### config.mk
export PLATFORM = sky130hd
export DESIGN_NAME = mirq_status_calibration_mode_control
export DESIGN_NICKNAME = d
export VERILOG_FILES = /design/src/mirq_fix_placeholder.sv /design/src/mirq_pkg.sv /design/src/mirq_edge_detect.sv /design/src/mirq_status_calibration_mode_control.sv
export SDC_FILE = /design/constraint.sdc
export NUM_CORES = 1
export LEC_CHECK = 0
export BUFFER_PORTS_ARGS = -buffer_cell sky130_fd_sc_hd__buf_2
export CORE_UTILIZATION = 30
export DETAILED_ROUTE_END_ITERATION = 8
export HOLD_SLACK_MARGIN = 0.15
export PLACE_DENSITY = 0.56
export SLEW_MARGIN = 20
export SYNTH_ARGS = -nofsm -noshare
export SYNTH_HDL_FRONTEND = slang
export SYNTH_HIERARCHICAL = 1
export SYNTH_SLANG_ARGS = --single-unit
export TNS_END_PERCENT = 1
### constraint.sdc
create_clock -name clock -period 1.1 [get_ports clock]
set_input_delay 0.165 -clock clock [delete_from_list [all_inputs] [get_ports clock]]
set_output_delay 0.165 -clock clock [all_outputs]
set_load 0.01 [all_outputs]
### src/mirq_fix_placeholder.sv
// Companion file that holds no logic and no checks for this block.

### src/mirq_pkg.sv
// Shared constants and event carrier for the metering interrupt status and calibration-mode block.
package mirq_pkg;

  // Register addresses on the special-function register port.
  localparam logic [7:0] MIRQ_ADDR_CALIBRATION_MODE_CONTROL = 8'h3d;
  localparam logic [7:0] MIRQ_ADDR_STL     = 8'hdc;
  localparam logic [7:0] MIRQ_ADDR_STM     = 8'hdd;

  // Reset values.
  localparam logic [7:0] MIRQ_CALIBRATION_MODE_CONTROL_RST = 8'h00;
  localparam logic [7:0] MIRQ_STAT_RST    = 8'h00;
  localparam logic [7:0] MIRQ_ZERO_BYTE   = 8'h00;

  // Calibration-mode field positions.
  localparam int MIRQ_CAL_SEL_HI   = 5;
  localparam int MIRQ_CAL_SEL_LO   = 4;
  localparam int MIRQ_CAL_VGND_BIT = 3;
  localparam int MIRQ_CAL_IGND_BIT = 2;
  // Writable calibration-mode bits; bits 1:0 read as zero.
  localparam logic [7:0] MIRQ_CAL_MASK = 8'hfc;

  // Current channel select codes.
  localparam logic [1:0] MIRQ_SEL_FORCE_A = 2'h1;
  localparam logic [1:0] MIRQ_SEL_FORCE_B = 2'h2;

  // Low status register layout.
  localparam int MIRQ_STL_SUMMARY = 7;
  localparam int MIRQ_STL_FAULT   = 5;
  localparam int MIRQ_STL_RSIGN   = 4;
  localparam int MIRQ_STL_ASIGN   = 3;
  localparam int MIRQ_STL_VAIDLE  = 2;
  localparam int MIRQ_STL_RIDLE   = 1;
  localparam int MIRQ_STL_AIDLE   = 0;
  // Event flags of the low register, bits 5:0.
  localparam logic [7:0] MIRQ_STL_FLAGS = 8'h3f;

  // Mid status register layout, all eight bits are event flags.
  localparam int MIRQ_STM_PULSE2 = 7;
  localparam int MIRQ_STM_PULSE1 = 6;
  localparam int MIRQ_STM_VAOVF  = 5;
  localparam int MIRQ_STM_ROVF   = 4;
  localparam int MIRQ_STM_AOVF   = 3;
  localparam int MIRQ_STM_VAHALF = 2;
  localparam int MIRQ_STM_RHALF  = 1;
  localparam int MIRQ_STM_AHALF  = 0;

  // One-cycle event pulses from the measurement datapath.
  typedef struct packed {
    logic apparent_idle;
    logic irms_idle;
    logic reactive_idle;
    logic active_idle;
    logic pulse_two;
    logic pulse_one;
    logic apparent_ovf;
    logic reactive_ovf;
    logic active_ovf;
    logic apparent_half;
    logic reactive_half;
    logic active_half;
  } mirq_evt_t;

  // Levels whose transitions become sign and fault events.
  typedef struct packed {
    logic fault_mode;
    logic reactive_negative;
    logic active_negative;
  } mirq_lvl_t;

  // Direction selects taken from the accumulation configuration.
  typedef struct packed {
    logic fault_sel;
    logic reactive_sel;
    logic active_sel;
  } mirq_dir_t;

endpackage

### src/mirq_edge_detect.sv
// Transition detector that turns a level into a one-cycle event pulse.
`timescale 1ns/1ps
module mirq_edge_detect
  import mirq_pkg::*;
(
  input  wire logic clock,
  input  wire logic sys_rst,
  input  wire logic level_in,
  input  wire logic fire_on_rise,
  output logic      event_q
);

  logic prev_q;
  logic seen_q;

  // The first sample only primes the history so reset never looks like a transition.
  always_ff @(posedge clock) begin
    if (sys_rst) begin
      prev_q <= 1'b0;
      seen_q <= 1'b0;
    end else begin
      prev_q <= level_in;
      seen_q <= 1'b1;
    end
  end

  // Fire on the selected direction only.
  always_ff @(posedge clock) begin
    if (sys_rst) begin
      event_q <= 1'b0;
    end else begin
      event_q <= seen_q && (fire_on_rise ? (!prev_q && level_in) : (prev_q && !level_in));
    end
  end

endmodule

### src/mirq_status_calibration_mode_control.sv
// Calibration-mode control and measurement interrupt status registers with summary flag.
//
// Functional notes
// Software keeps calibration bits 7:6 cleared.
// Bits 5:4 force A, B, or tamper-auto.
// Bit 3 grounds the voltage input.
// Bit 2 grounds the current inputs.
// Summary bit 7 set when enabled flag pending.
// Summary clears itself when enabled flags clear.
// Low bit 5 set on fault transition.
// Low bit 4 set on reactive sign change.
// Low bit 3 set on active sign change.
// Low bit 2 on apparent or rms no-load.
// Low bit 1 on reactive no-load.
// Low bit 0 on active no-load.
// Mid bit 7 per second pulse, even disabled.
// Mid bit 6 per first pulse, even disabled.
// Mid bits 5:3 on accumulator overflow.
// Mid bits 2:0 on accumulator half full.
// Enabled set flag raises pending core interrupt.
// Sign flag direction follows its configuration bit.
// Fault flag on entry or on return.
// Flags stay set until software clears them.
`timescale 1ns/1ps
module mirq_status_calibration_mode_control
  import mirq_pkg::*;
(
  input  wire logic       clock,
  input  wire logic       sys_rst,
  input  wire logic [7:0] reg_addr,
  input  wire logic [7:0] reg_wdata,
  input  wire logic       reg_wr,
  input  wire logic       reg_rd,
  output logic      [7:0] reg_rdata_q,
  output logic            reg_rvalid_q,
  input  wire logic [7:0] irq_enable_low,
  input  wire logic [7:0] irq_enable_mid,
  input  wire mirq_dir_t  accumulation_config,
  input  wire mirq_lvl_t  meter_levels,
  input  wire mirq_evt_t  meter_events,
  input  wire logic       tamper_select_b,
  output logic            channel_b_select_q,
  output logic            voltage_input_ground_q,
  output logic            current_input_ground_q,
  output logic            measurement_irq_q
);

  logic [7:0] calibration_mode_control_q;
  logic [7:0] status_low_q;
  logic [7:0] status_low_d;
  logic [7:0] status_mid_q;
  logic [7:0] status_mid_d;
  logic [7:0] set_low;
  logic [7:0] set_mid;
  logic [7:0] clr_keep_low;
  logic [7:0] clr_keep_mid;
  logic       fault_evt;
  logic       reactive_sign_evt;
  logic       active_sign_evt;
  logic [1:0] current_channel_select;
  logic       summary_d;

  // Register writes, decoded once for the calibration register and both status registers.
  logic wr_cal;
  logic wr_stl;
  logic wr_stm;
  assign wr_cal = reg_wr && (reg_addr == MIRQ_ADDR_CALIBRATION_MODE_CONTROL);
  assign wr_stl = reg_wr && (reg_addr == MIRQ_ADDR_STL);
  assign wr_stm = reg_wr && (reg_addr == MIRQ_ADDR_STM);

  // Calibration-mode register; bits 1:0 are not stored and read back as zero.
  always_ff @(posedge clock) begin
    if (sys_rst) begin
      calibration_mode_control_q <= MIRQ_CALIBRATION_MODE_CONTROL_RST;
    end else if (wr_cal) begin
      calibration_mode_control_q <= reg_wdata & MIRQ_CAL_MASK;
    end
  end

  assign current_channel_select = calibration_mode_control_q[MIRQ_CAL_SEL_HI:MIRQ_CAL_SEL_LO];

  // Channel routing and input grounding, registered so the analog controls never glitch.
  always_ff @(posedge clock) begin
    if (sys_rst) begin
      channel_b_select_q     <= 1'b0;
      voltage_input_ground_q <= 1'b0;
      current_input_ground_q <= 1'b0;
    end else begin
      unique case (current_channel_select)
        MIRQ_SEL_FORCE_A: channel_b_select_q <= 1'b0;
        MIRQ_SEL_FORCE_B: channel_b_select_q <= 1'b1;
        default:          channel_b_select_q <= tamper_select_b;
      endcase
      voltage_input_ground_q <= calibration_mode_control_q[MIRQ_CAL_VGND_BIT];
      current_input_ground_q <= calibration_mode_control_q[MIRQ_CAL_IGND_BIT];
    end
  end

  // Fault detector fires on entry when its select is zero, on return to normal when one.
  mirq_edge_detect u_fault_edge (
    .clock        (clock),
    .sys_rst      (sys_rst),
    .level_in     (meter_levels.fault_mode),
    .fire_on_rise (!accumulation_config.fault_sel),
    .event_q      (fault_evt)
  );

  // Sign levels are high when negative, so select zero means the rising edge.
  mirq_edge_detect u_reactive_edge (
    .clock        (clock),
    .sys_rst      (sys_rst),
    .level_in     (meter_levels.reactive_negative),
    .fire_on_rise (!accumulation_config.reactive_sel),
    .event_q      (reactive_sign_evt)
  );

  mirq_edge_detect u_active_edge (
    .clock        (clock),
    .sys_rst      (sys_rst),
    .level_in     (meter_levels.active_negative),
    .fire_on_rise (!accumulation_config.active_sel),
    .event_q      (active_sign_evt)
  );

  // Event set vectors for the low status register.
  always_comb begin
    set_low                  = MIRQ_ZERO_BYTE;
    set_low[MIRQ_STL_FAULT]  = fault_evt;
    set_low[MIRQ_STL_RSIGN]  = reactive_sign_evt;
    set_low[MIRQ_STL_ASIGN]  = active_sign_evt;
    set_low[MIRQ_STL_VAIDLE] = meter_events.apparent_idle | meter_events.irms_idle;
    set_low[MIRQ_STL_RIDLE]  = meter_events.reactive_idle;
    set_low[MIRQ_STL_AIDLE]  = meter_events.active_idle;
  end

  // Event set vectors for the mid status register; pulse flags ignore the output enables.
  always_comb begin
    set_mid                  = MIRQ_ZERO_BYTE;
    set_mid[MIRQ_STM_PULSE2] = meter_events.pulse_two;
    set_mid[MIRQ_STM_PULSE1] = meter_events.pulse_one;
    set_mid[MIRQ_STM_VAOVF]  = meter_events.apparent_ovf;
    set_mid[MIRQ_STM_ROVF]   = meter_events.reactive_ovf;
    set_mid[MIRQ_STM_AOVF]   = meter_events.active_ovf;
    set_mid[MIRQ_STM_VAHALF] = meter_events.apparent_half;
    set_mid[MIRQ_STM_RHALF]  = meter_events.reactive_half;
    set_mid[MIRQ_STM_AHALF]  = meter_events.active_half;
  end

  // A write keeps the flags written as one and clears those written as zero.
  assign clr_keep_low = wr_stl ? reg_wdata : 8'hff;
  assign clr_keep_mid = wr_stm ? reg_wdata : 8'hff;

  // Set wins over a clear in the same cycle so no event is lost.
  assign status_low_d = ((status_low_q & clr_keep_low) | set_low) & MIRQ_STL_FLAGS;
  assign status_mid_d = (status_mid_q & clr_keep_mid) | set_mid;

  // Sticky flag storage.
  always_ff @(posedge clock) begin
    if (sys_rst) begin
      status_low_q <= MIRQ_STAT_RST;
      status_mid_q <= MIRQ_STAT_RST;
    end else begin
      status_low_q <= status_low_d;
      status_mid_q <= status_mid_d;
    end
  end

  // The summary follows the stored flags, so it drops on its own once all enabled flags clear.
  assign summary_d = |(status_low_q & irq_enable_low & MIRQ_STL_FLAGS) | |(status_mid_q & irq_enable_mid);

  always_ff @(posedge clock) begin
    if (sys_rst) begin
      measurement_irq_q <= 1'b0;
    end else begin
      measurement_irq_q <= summary_d;
    end
  end

  // Read port answers one cycle after the strobe; unmapped addresses read zero.
  always_ff @(posedge clock) begin
    if (sys_rst) begin
      reg_rdata_q  <= MIRQ_ZERO_BYTE;
      reg_rvalid_q <= 1'b0;
    end else begin
      reg_rvalid_q <= reg_rd;
      if (reg_rd) begin
        unique case (reg_addr)
          MIRQ_ADDR_CALIBRATION_MODE_CONTROL: reg_rdata_q <= calibration_mode_control_q;
          MIRQ_ADDR_STL:     reg_rdata_q <= {summary_d, status_low_q[6:0]};
          MIRQ_ADDR_STM:     reg_rdata_q <= status_mid_q;
          default:           reg_rdata_q <= MIRQ_ZERO_BYTE;
        endcase
      end
    end
  end
endmodule

==> metrics.md, run 1 <==
| Metric | Value |
|---|---|
| Max Fanout on Critical Path | 3 |
| Floorplan core area | 5890 um2 |
| Remaining max-slew budget at the tightest pin | 80.0% |
| Total of endpoints with negative setup slack in the final report | 0 |
| Critical path required time | 1.29 ns |
| Maximum resistive drop on vdd | 0.619 mV |
| Register clock-pin slew on the reported worst setup and hold paths | 0.08 ns |
| Slew @ Worst Pin | 0.301 ns |
| Min-delay worst type | in2reg |
| Routed Antenna Nets | 0 |
| Clk Tree Root Cell | sky130_fd_sc_hd__clkbuf_8 |
| Overflow left after global routing | 0 |
| Nets in the synthesized netlist | 261 |
| Final Hold Viols | 0 |
| Critical path data arrival time | 1.25 ns |
| Clk sinks | 42 |
| Via density per instance | 4.75 |
| HPWL Detailed | 3.76 mm |
| Xor-xnor portion of the synthesized cell area | 0% |
| Number of inserted filler cells in the final layout | 588 |
| Power per unit of standard cell area | 1220 nW/um2 |
| Worst-case setup margin in the final layout | 0.0361 ns |
| CP cell instances | a22oi_2 > nand3_2 > o31ai_2 > a211oi_1 |
| Pin count of the biggest net entering global routing | 18 |
| CP bufs+invs | 0 |
| Number of port buffers | 65 |
| Number of distinct standard cells referenced by the synthesized netlist | 33 |
| Antenna diodes | 0 |
| RSZ-0062 raised after global routing | true |
| Sort of element at the end of the critical path | flop |
| Number of enable flip-flop cells after synthesis | 0 |
| DR iter-0 viols | 100 |
| Clk Latency, worst-skew pair | 0.30 ns |
| Area of the die | 6420 um2 |
| Mean cell area of the mapped netlist | 8.93 um2 |
| Share of synthesized area occupied by flip-flops and latches | 45.9% |
| Chip Width | 80.1 um |
| Final wirelength | 4.97 mm |
| Number of DRC violations after detailed routing | 0 |
| Total standard cell area after synthesis | 1830 um2 |
| Layout overhead on the synthesized area | 48.7% |
| Worst setup timing slack at the placement stage | -0.221 ns |
| Post-synth top flop | sky130_fd_sc_hd__dfxtp_1 |
| Max Transition Viols Final | 0 |
| Dominant combinational cell family by area after synthesis | simple AND/OR/NAND/NOR gates |
| Maximum buffer depth of the clock tree | 2 |
| Share of synthesized flip-flops with an asynchronous set or reset | 0% |
| Floorplan die height | 80.1 um |
| GRT Total Usage | 16.3% |
| H-tree level count | 2 |
| Element type at the critical path start | flop |
| Initial core utilization | 31.1% |
| Simple-gate share of the synthesized area | 23.5% |
| Post-synth top area share | 45.9% |
| Most frequent standard cell in the layout excluding fill and tap cells | sky130_fd_sc_hd__buf_2 |
| Detailed Routing Iterations Pass 1 | 4 |
| Outcome | finished, final reports clean |
| Category of the critical setup timing path | reg2reg |
| CTS tree | built |
| Cell type group with the largest total delay on the critical path | compound AO/OA/AOI/OAI gates |
| Flop and latch count out of synthesis | 42 |
| Min Clock Period, post-route | 1.06 ns |
| CTS Buf Count | 5 |
| Achievable frequency | 940 MHz |
| Net count reported at finish | 364 |
| Number of global-route vias before repair | 1,733 |
| Gate count after technology mapping | 205 |
| First-pass GRT wire length | 7.89 mm |
| Post-layout utilization of the core | 46.2% |
| Post-Synth Adder-Cell Area | 0.684% |
| Critical-path cell with the highest stage delay | sky130_fd_sc_hd__dfxtp_1 |
| I/O pin total | 68 |
| Share of final-layout standard cells stronger than drive strength 1 | 35.1% |
| Clock skew | 0.00598 ns |
| Leakage | 0.00127 uW |
| Top library cells by usage in the layout, fill and taps aside | 65 x sky130_fd_sc_hd__buf_2, 39 x sky130_fd_sc_hd__dfxtp_1, 23 x sky130_fd_sc_hd__dlygate4sd3_1, 22 x sky130_fd_sc_hd__a21oi_1, 19 x sky130_fd_sc_hd__buf_4 |
| Max incr delay on CP | 0.34 ns |
| Warnings from Yosys | 6 |
| Number of vias after detailed routing | 1,819 |
| Antenna violations before repair | 0 |
| Routed len/inst | 13.0 um |
| Synth top area cells | sky130_fd_sc_hd__dfxtp_1 46%, sky130_fd_sc_hd__a21oi_1 6.3%, sky130_fd_sc_hd__nor2b_1 4.4%, sky130_fd_sc_hd__nand4_1 3.4%, sky130_fd_sc_hd__a22oi_1 2.9% |
| Multiplexer share of the synthesized area | 3.96% |
| Maxcap violations | 0 |
| Gpl congestion | 0.787 |
| Cell taking the most area after synthesis | sky130_fd_sc_hd__dfxtp_1 |
| Final Cycle Share | 96.7% |
| Site Rows | 28 |
| Fraction of the mapped netlist area in compound gates | 19.1% |
==> through the flow <==
stage                     setup TNS (ns)  instance area, um2  cells  total power [uW]  hold WS, ns
after floorplan                        0                1830    205              1810        0.237
after detailed placement           -4.24                2340    353              2020        0.384
after CTS                              0                2700    383              3340        0.165
after global placement             -3.90                2340    353              2020        0.375
after global routing             -0.0411                2720    383              3460        0.168
final                                  0                2720    383              3320        0.160
==> where the power goes <==
part	total, uW	internal (uW)	switching (uW)
sequential	1610	1580	32.3
clock	1260	726	532
combinational	453	255	199
==> area by class of cell <==
class / instances / area (um2) / share of cell area (%)
Clock buffer: 6 / 82.6 / 3.03
Clock inverter: 1 / 30.0 / 1.10
Inverter: 14 / 52.6 / 1.93
Multi-Input combinational cell: 137 / 900 / 33.1
Sequential cell: 42 / 845 / 31.0
Tap cell: 75 / 93.8 / 3.45
Timing Repair Buffer: 108 / 718 / 26.4
==> Yosys cell counts, types with 6 or more instances <==
cell	number
sky130_fd_sc_hd__buf_2	6
sky130_fd_sc_hd__nand4_1	10
sky130_fd_sc_hd__nand3_1	9
sky130_fd_sc_hd__dfxtp_1	42
sky130_fd_sc_hd__a21oi_1	23
sky130_fd_sc_hd__o21ai_1	6
sky130_fd_sc_hd__nor2b_1	13
sky130_fd_sc_hd__nor2_1	10
sky130_fd_sc_hd__a22oi_1	7
sky130_fd_sc_hd__nand2_1	13
sky130_fd_sc_hd__inv_1	14
==> timing repair <==
action | CTS | global route
pin swaps | 0 | 5
endpoints found under the setup margin | 1 | 11
hold buffers | 23 | 0
gates resized for setup | 4 | 8
endpoints found under the hold margin | 22 | 0
gates cloned | 0 | 0
setup buffers | 0 | 0
==> registers in the layout, indices dropped and copies added (netlist names) <==
name                        count
channel_b_select_q              1
reg_rdata_q                     8
u_reactive_edge/seen_q          1
u_fault_edge/event_q            1
measurement_irq_q               1
u_active_edge/prev_q            1
status_mid_q                    8
u_fault_edge/prev_q             1
voltage_input_ground_q          1
u_fault_edge/seen_q             1
u_reactive_edge/prev_q          1
calibration_mode_control_q      6
status_low_q                    6
u_active_edge/seen_q            1
u_reactive_edge/event_q         1
reg_rvalid_q                    1
u_active_edge/event_q           1
current_input_ground_q          1
==> routing by layer <==
metal	vias to the layer above	wire length [um]	GRT usage, %
met5	-	0	0
met4	0	84	5.18
met3	7	247	4.43
met2	47	2330	27.2
met1	833	2310	20.3
li1	932	-	-
==> final timing paths <==
kind	cells after the start	end	slack (ns)	startpoint
max	4	reg_rdata_q[7]$_SDFFE_PP0P_	0.04	status_low_q[5]$_SDFF_PP0_
min	2	status_mid_q[7]$_SDFF_PP0_	0.16	sys_rst
max reg2reg	4	reg_rdata_q[7]$_SDFFE_PP0P_	0.04	status_low_q[5]$_SDFF_PP0_
min reg2reg	2	status_low_q[3]$_SDFF_PP0_	0.44	u_active_edge/event_q$_SDFF_PP0_
==> cell families (layout without fill, tap and decap cells) <==
family,count (synthesis),count (layout)
compound gates,56,56
simple gates,73,73
buf+inv,26,129
fa+ha+maj,1,1
flops,42,42
mux,7,7
Power figures use the tool's default switching activity.
==> run 2, diff against run 1 <==
--- a/config.mk
+++ b/config.mk
@@ -8,6 +8,7 @@
 export BUFFER_PORTS_ARGS = -buffer_cell sky130_fd_sc_hd__buf_2
 export CORE_UTILIZATION = 30
 export DETAILED_ROUTE_END_ITERATION = 8
+export GPL_TIMING_DRIVEN = 1
 export HOLD_SLACK_MARGIN = 0.15
 export PLACE_DENSITY = 0.56
 export SLEW_MARGIN = 20
==> constraint.sdc (replaced) <==
create_clock -name clock -period 1.1 [get_ports clock]
set_input_delay 0.165 -clock clock [delete_from_list [all_inputs] [get_ports clock]]
set_output_delay 0.165 -clock clock [all_outputs]
set_load 0.05 [all_outputs]
==> metrics.md, run 2 (synthesized netlist as in run 1, its figures left out) <==
| Metric | Value |
|---|---|
| Antenna diodes | 0 (unchanged) |
| Gpl congestion | 0.820 (+4.2%) |
| Max Fanout on Critical Path | 2 (-1) |
| Worst-case setup margin in the final layout | -0.00665 ns (-0.0427 ns) |
| CTS Buf Count | 5 (unchanged) |
| Final Hold Viols | 0 (unchanged) |
| Sort of element at the end of the critical path | flop |
| Routed Antenna Nets | 0 (unchanged) |
| Total of endpoints with negative setup slack in the final report | 1 (+1) |
| Pin count of the biggest net entering global routing | 20 (+2) |
| Met2 Resource Use GR | 26.9% (-0.26 points) |
| Remaining max-slew budget at the tightest pin | 73.7% (-6.2 points) |
| Failing checks | setup timing |
| Number of DRC violations after detailed routing | 0 (unchanged) |
| Max incr delay on CP | 0.53 ns (+0.19 ns) |
| Initial core utilization | 31.1% (unchanged) |
| Layer carrying the most global-route usage | met2 |
| M1 GR Usage | 21.1% (+0.88 points) |
| Site Rows | 28 (unchanged) |
| Element type at the critical path start | input pin |
| Final instance count without filler cells | 380 (-0.78%) |
| Net count reported at finish | 361 (-0.82%) |
| Overflow left after global routing | 0 (unchanged) |
| Total instance count after detailed placement | 354 (+0.28%) |
| Final Cycle Share | 101% (+3.9 points) |
| Clk Latency, worst-skew pair | 0.29 ns (about the same) |
| Maximum resistive drop on vdd | 0.656 mV (+5.9%) |
| Routed len/inst | 13.1 um (+1.3%) |
| Min-delay worst type | in2reg |
| Critical-path cell with the highest stage delay | sky130_fd_sc_hd__dlygate4sd3_1 |
| CP cell instances | dlygate4sd3_1 > buf_2 > nor2b_2 > nand4_1 > a21oi_2 > nor2_1 |
| Top library cells by usage in the layout, fill and taps aside | 64 x sky130_fd_sc_hd__buf_2, 40 x sky130_fd_sc_hd__dfxtp_1, 21 x sky130_fd_sc_hd__a21oi_1, 21 x sky130_fd_sc_hd__buf_4, 18 x sky130_fd_sc_hd__dlygate4sd3_1 |
| Chip Width | 80.1 um (unchanged) |
| Detailed Routing Iterations Pass 1 | 4 (unchanged) |
| Number of vias after detailed routing | 1,808 (-0.60%) |
| Maxcap violations | 0 (unchanged) |
| Share of final-layout standard cells stronger than drive strength 1 | 35.7% (+0.67 points) |
| Number of port buffers | 65 (unchanged) |
| Number of buffers added for setup after CTS | 0 (unchanged) |
| Clk sinks | 42 (unchanged) |
| Layout overhead on the synthesized area | 46.6% |
| RSZ-0062 raised after global routing | true |
| Antenna violations before repair | 0 (unchanged) |
| HPWL Detailed | 3.70 mm (-1.6%) |
| Register clock-pin slew on the reported worst setup and hold paths | 0.08 ns (about the same) |
| Area of the die | 6420 um2 (unchanged) |
| Largest regs | reg_rdata_q x8, status_mid_q x8 |
| Maximum buffer depth of the clock tree | 2 (unchanged) |
| Critical path required time | 1.29 ns (about the same) |
| Clock skew | 0.00832 ns (+0.00234 ns) |
| Achievable frequency | 904 MHz (-3.9%) |
| Most frequent standard cell in the layout excluding fill and tap cells | sky130_fd_sc_hd__buf_2 |
| Min Clock Period, post-route | 1.11 ns (+0.0427 ns) |
| CTS tree | built |
| Floorplan die height | 80.1 um (unchanged) |
| GRT Total Usage | 16.5% (+0.18 points) |
| I/O pin total | 68 (unchanged) |
| Slew @ Worst Pin | 0.394 ns (+0.0936 ns) |
| Category of the critical setup timing path | in2reg |
| Number of global-route vias before repair | 1,761 (+1.6%) |
| Critical path data arrival time | 1.29 ns (+0.04 ns) |
| H-tree level count | 2 (unchanged) |
| Max Transition Viols Final | 0 (unchanged) |
| First-pass GRT wire length | 8.02 mm (+1.7%) |
| Met3 Use GR | 3.86% (-0.57 points) |
| Final wirelength | 4.99 mm (+0.54%) |
| Clk Tree Root Cell | sky130_fd_sc_hd__clkbuf_8 |
| Floorplan core area | 5890 um2 (unchanged) |
| Power per unit of standard cell area | 1240 nW/um2 (+1.4%) |
| Outcome | finished, violations left |
| Leakage | 0.00126 uW (-0.66%) |
| DR iter-0 viols | 96 (-4.0%) |
| Via density per instance | 4.76 (+0.18%) |
| Post-layout utilization of the core | 45.6% (-0.64 points) |
run 2: layer usage:
| layer | part of all wire (%) | vias to the layer above |
|---|---|---|
| met5 | 0 | - |
| met2 | 46 | 57 |
| met1 | 46 | 822 |
| met4 | 1.5 | 0 |
| li1 | - | 921 |
| met3 | 5.7 | 8 |
run 2: power breakdown:
group | switching, uW | internal [uW]
Sequential | 31.8 | 1580
Clock | 515 | 726
Combinational | 224 | 247
run 2: layout make-up:
type / count / area (um2)
Timing Repair Buffer: 105 / 678
Tap cell: 75 / 93.8
Clock buffer: 6 / 82.6
Sequential cell: 42 / 843
Inverter: 14 / 52.6
Clock inverter: 1 / 30.0
Fill cell: 615 / 3200
Multi-Input combinational cell: 137 / 903
run 2: path summary, 6_finish.rpt:
path | from | to | slack [ns] | cells after the start
max | reg_wdata[6] | status_mid_q[6]$_SDFF_PP0_ | -0.007 | 6
min reg2reg | u_fault_edge/event_q$_SDFF_PP0_ | status_low_q[5]$_SDFF_PP0_ | 0.43 | 2
max reg2reg | status_low_q[5]$_SDFF_PP0_ | reg_rdata_q[7]$_SDFFE_PP0P_ | 0.03 | 4
min | reg_wdata[5] | calibration_mode_control_q[5]$_SDFFE_PP0P_ | 0.15 | 3
run 2: timing repair:
item	in CTS	in global routing
setup endpoints to repair	1	10
hold buffers	19	0
pin swaps	0	7
cloned	0	0
gates resized for setup	2	12
endpoints found under the hold margin	18	0
run 2: critical path, delay by kind of cell:
kind,cells,cell delay (ns)
buf+inv,2,0.66
simple gates,3,0.29
compound gates,1,0.18
run 2: per-stage QoR:
stage                     hold WS, ns  power, uW  area [um2]  setup slack (ns)   TNS, ns
after global placement          0.377       2040        2340            -0.204     -4.19
after floorplan                 0.237       1840        1830          -0.00318   -0.0191
after global routing            0.158       3470        2680           -0.0617    -0.184
after CTS                       0.153       3330        2650            0.0126         0
after detailed placement        0.379       2040        2340            -0.247     -4.71
final                           0.152       3320        2680          -0.00665  -0.00665
==> run 3, diff against run 2 <==
--- a/config.mk
+++ b/config.mk
@@ -6,11 +6,13 @@
 export NUM_CORES = 1
 export LEC_CHECK = 0
 export BUFFER_PORTS_ARGS = -buffer_cell sky130_fd_sc_hd__buf_2
+export CELL_PAD_IN_SITES_DETAIL_PLACEMENT = 0
+export CELL_PAD_IN_SITES_GLOBAL_PLACEMENT = 1
 export CORE_UTILIZATION = 30
 export DETAILED_ROUTE_END_ITERATION = 8
 export GPL_TIMING_DRIVEN = 1
 export HOLD_SLACK_MARGIN = 0.15
-export PLACE_DENSITY = 0.56
+export PLACE_DENSITY = 0.72
 export SLEW_MARGIN = 20
 export SYNTH_ARGS = -nofsm -noshare
 export SYNTH_HDL_FRONTEND = slang
==> metrics.md, run 3 (synthesized netlist as in run 1, its figures left out) <==
| Metric | Value |
|---|---|
| Outcome | finished, final reports clean |
| Achievable frequency | 934 MHz (+3.4%) |
| Antenna violations before repair | 0 (unchanged) |
| Critical path required time | 1.29 ns (about the same) |
| Site Rows | 28 (unchanged) |
| Total instance count after detailed placement | 357 (+0.85%) |
| Power after layout | 3310 uW (-0.40%) |
| M1 GR Usage | 20.4% (-0.70 points) |
| Total of endpoints with negative setup slack in the final report | 0 (-1) |
| Worst Reg2Reg Path Length in Cells | 4 (unchanged) |
| Most frequent standard cell in the layout excluding fill and tap cells | sky130_fd_sc_hd__buf_2 |
| Remaining max-slew budget at the tightest pin | 75.1% (+1.4 points) |
| CTS tree | built |
| Number of DRC violations after detailed routing | 0 (unchanged) |
| Met2 Resource Use GR | 29.8% (+2.9 points) |
| Critical path data arrival time | 1.26 ns (-0.03 ns) |
| Clock skew | 0.0113 ns (+0.00294 ns) |
| Maximum buffer depth of the clock tree | 2 (unchanged) |
| Pin count of the biggest net entering global routing | 19 (-5.0%) |
| Floorplan die height | 80.1 um (unchanged) |
| HPWL Detailed | 3.80 mm (+2.6%) |
| I/O pin total | 68 (unchanged) |
| RSZ-0062 raised after global routing | true |
| Area of the die | 6420 um2 (unchanged) |
| Overflow left after global routing | 0 (unchanged) |
| DR iter-0 viols | 64 (-33%) |
| Detailed Routing Iterations Pass 1 | 4 (unchanged) |
| Register clock-pin slew on the reported worst setup and hold paths | 0.09 ns (about the same) |
| Worst hold path startpoint | reg_wdata[4] |
| Element type at the critical path start | input pin |
| Share of final-layout standard cells stronger than drive strength 1 | 38.4% (+2.6 points) |
| Leakage | 0.00128 uW (+1.3%) |
| Number of inserted filler cells in the final layout | 596 (-3.1%) |
| Min-delay worst type | in2reg |
| Layer carrying the most global-route usage | met2 |
| Slew @ Worst Pin | 0.373 ns (-0.0212 ns) |
| Post-layout utilization of the core | 46.7% (+1.1 points) |
| H-tree level count | 2 (unchanged) |
| Layout overhead on the synthesized area | 50.3% |
| Net count reported at finish | 365 (+1.1%) |
| Clk sinks | 42 (unchanged) |
| Final Hold Viols | 0 (unchanged) |
| Clk Latency, worst-skew pair | 0.29 ns (about the same) |
| Setup slack on the worst flop-to-flop path | 0.05 ns (+0.02 ns) |
| Largest regs | reg_rdata_q x8, status_mid_q x8 |
| CTS Buf Count | 5 (unchanged) |
| Final wirelength | 4.96 mm (-0.78%) |
| Hold Worst Slack | 0.161 ns (+0.00885 ns) |
| Worst-case setup margin in the final layout | 0.0299 ns (+0.0365 ns) |
| Routed Antenna Nets | 0 (unchanged) |
| First-pass GRT wire length | 8.22 mm (+2.4%) |
| Top library cells by usage in the layout, fill and taps aside | 63 x sky130_fd_sc_hd__buf_2, 36 x sky130_fd_sc_hd__dfxtp_1, 23 x sky130_fd_sc_hd__buf_4, 22 x sky130_fd_sc_hd__a21oi_1, 20 x sky130_fd_sc_hd__dlygate4sd3_1 |
| Number of buffers added for setup after CTS | 0 (unchanged) |
| Category of the critical setup timing path | in2reg |
| Max Fanout on Critical Path | 3 (+1) |
| Final Cycle Share | 97.3% (-3.3 points) |
| Maxcap violations | 0 (unchanged) |
| Initial core utilization | 31.1% (unchanged) |
| Met3 Use GR | 3.75% (-0.11 points) |
| Max Transition Viols Final | 0 (unchanged) |
| R2r startpoint | status_mid_q[3]$_SDFF_PP0_ |
| Antenna diodes | 0 (unchanged) |
| Number of port buffers | 65 (unchanged) |
| Floorplan core area | 5890 um2 (unchanged) |
| Min Clock Period, post-route | 1.07 ns (-0.0365 ns) |
| Routed len/inst | 12.9 um (-2.1%) |
| Number of global-route vias before repair | 1,804 (+2.4%) |
| Sort of element at the end of the critical path | flop |
| Number of vias after detailed routing | 1,809 (+0.055%) |
| Chip Width | 80.1 um (unchanged) |
| Worst setup timing slack at the placement stage | -0.221 ns (+0.0261 ns) |
| Hold path cells | 3 (unchanged) |
| Worst Hold Endpoint | calibration_mode_control_q[4]$_SDFFE_PP0P_ |
| Maximum resistive drop on vdd | 0.727 mV (+11%) |
| Power per unit of standard cell area | 1200 nW/um2 (-2.9%) |
| Clk Tree Root Cell | sky130_fd_sc_hd__clkbuf_8 |
| Critical R2R Capture | reg_rdata_q[7]$_SDFFE_PP0P_ |
| Via density per instance | 4.70 (-1.2%) |
| GRT Total Usage | 16.8% (+0.29 points) |
| Final instance count without filler cells | 385 (+1.3%) |
| Gpl congestion | 0.819 (-0.13%) |
## run 3: changes by cell type in the layout (fill, tap and decap cells not counted), sizes merged
cell / delta
dlymetal6s4s: -1
dlygate4sd3: +2
clkinv: +2
buf: +2
## run 3: timing repair
| action | CTS | global route |
|---|---|---|
| endpoints found under the hold margin | 19 | 0 |
| pin swaps | 7 | 10 |
| hold buffers | 20 | 0 |
| endpoints found under the setup margin | 1 | 7 |
| resized for setup | 11 | 8 |
## run 3: how the worst max path moves through the flow
stage	end	start
final	status_mid_q[2]$_SDFF_PP0_	reg_wdata[2]
after global routing	status_mid_q[3]$_SDFF_PP0_	reg_wdata[3]
after CTS	reg_rdata_q[7]$_SDFFE_PP0P_	status_mid_q[3]$_SDFF_PP0_
after detailed placement	reg_rdata_q[7]$_SDFFE_PP0P_	reg_addr[1]
after global placement	reg_rdata_q[7]$_SDFFE_PP0P_	reg_addr[1]
after floorplan	status_mid_q[2]$_SDFF_PP0_	reg_addr[1]
## run 3: final cells by class
cell class | instances | area, um2 | share of cell area, %
clock buffer | 5 | 68.8 | 2.50
clock inverter | 3 | 40.0 | 1.46
inverter | 14 | 52.6 | 1.91
multi-input combinational | 137 | 925 | 33.6
sequential | 42 | 848 | 30.8
tap | 75 | 93.8 | 3.41
timing repair buffer | 109 | 723 | 26.3
## run 3: metal layers
layer	wire length (um)	share of wire [%]
met2	2450	49
met3	213	4.3
met5	0	0
met1	2270	46
met4	21	0.42
## run 3: per-stage QoR
stage          setup TNS (ns)  instance area [um2]
2_1_floorplan         -0.0191                 1830
3_3_place_gp            -3.74                 2370
3_5_place_dp            -4.36                 2370
4_1_cts                     0                 2720
5_1_grt               -0.0708                 2750
6_report                    0                 2750
## run 3: critical path: stages
cell and delay (ns):
sky130_fd_sc_hd__dlygate4sd3_1 0.53, sky130_fd_sc_hd__buf_2 0.15, sky130_fd_sc_hd__nor2b_1 0.11, sky130_fd_sc_hd__nand4_1 0.11, sky130_fd_sc_hd__a21oi_2 0.15, sky130_fd_sc_hd__nor2_1 0.05
## run 3: where the power goes
group | internal [uW] | leakage, uW | total [uW] | switching [uW]
combinational | 261 | 0.000871 | 488 | 227
sequential | 1580 | 0.000347 | 1610 | 32.8
clock | 669 | 0.0000579 | 1210 | 538
total | 2510 | 0.00128 | 3310 | 798
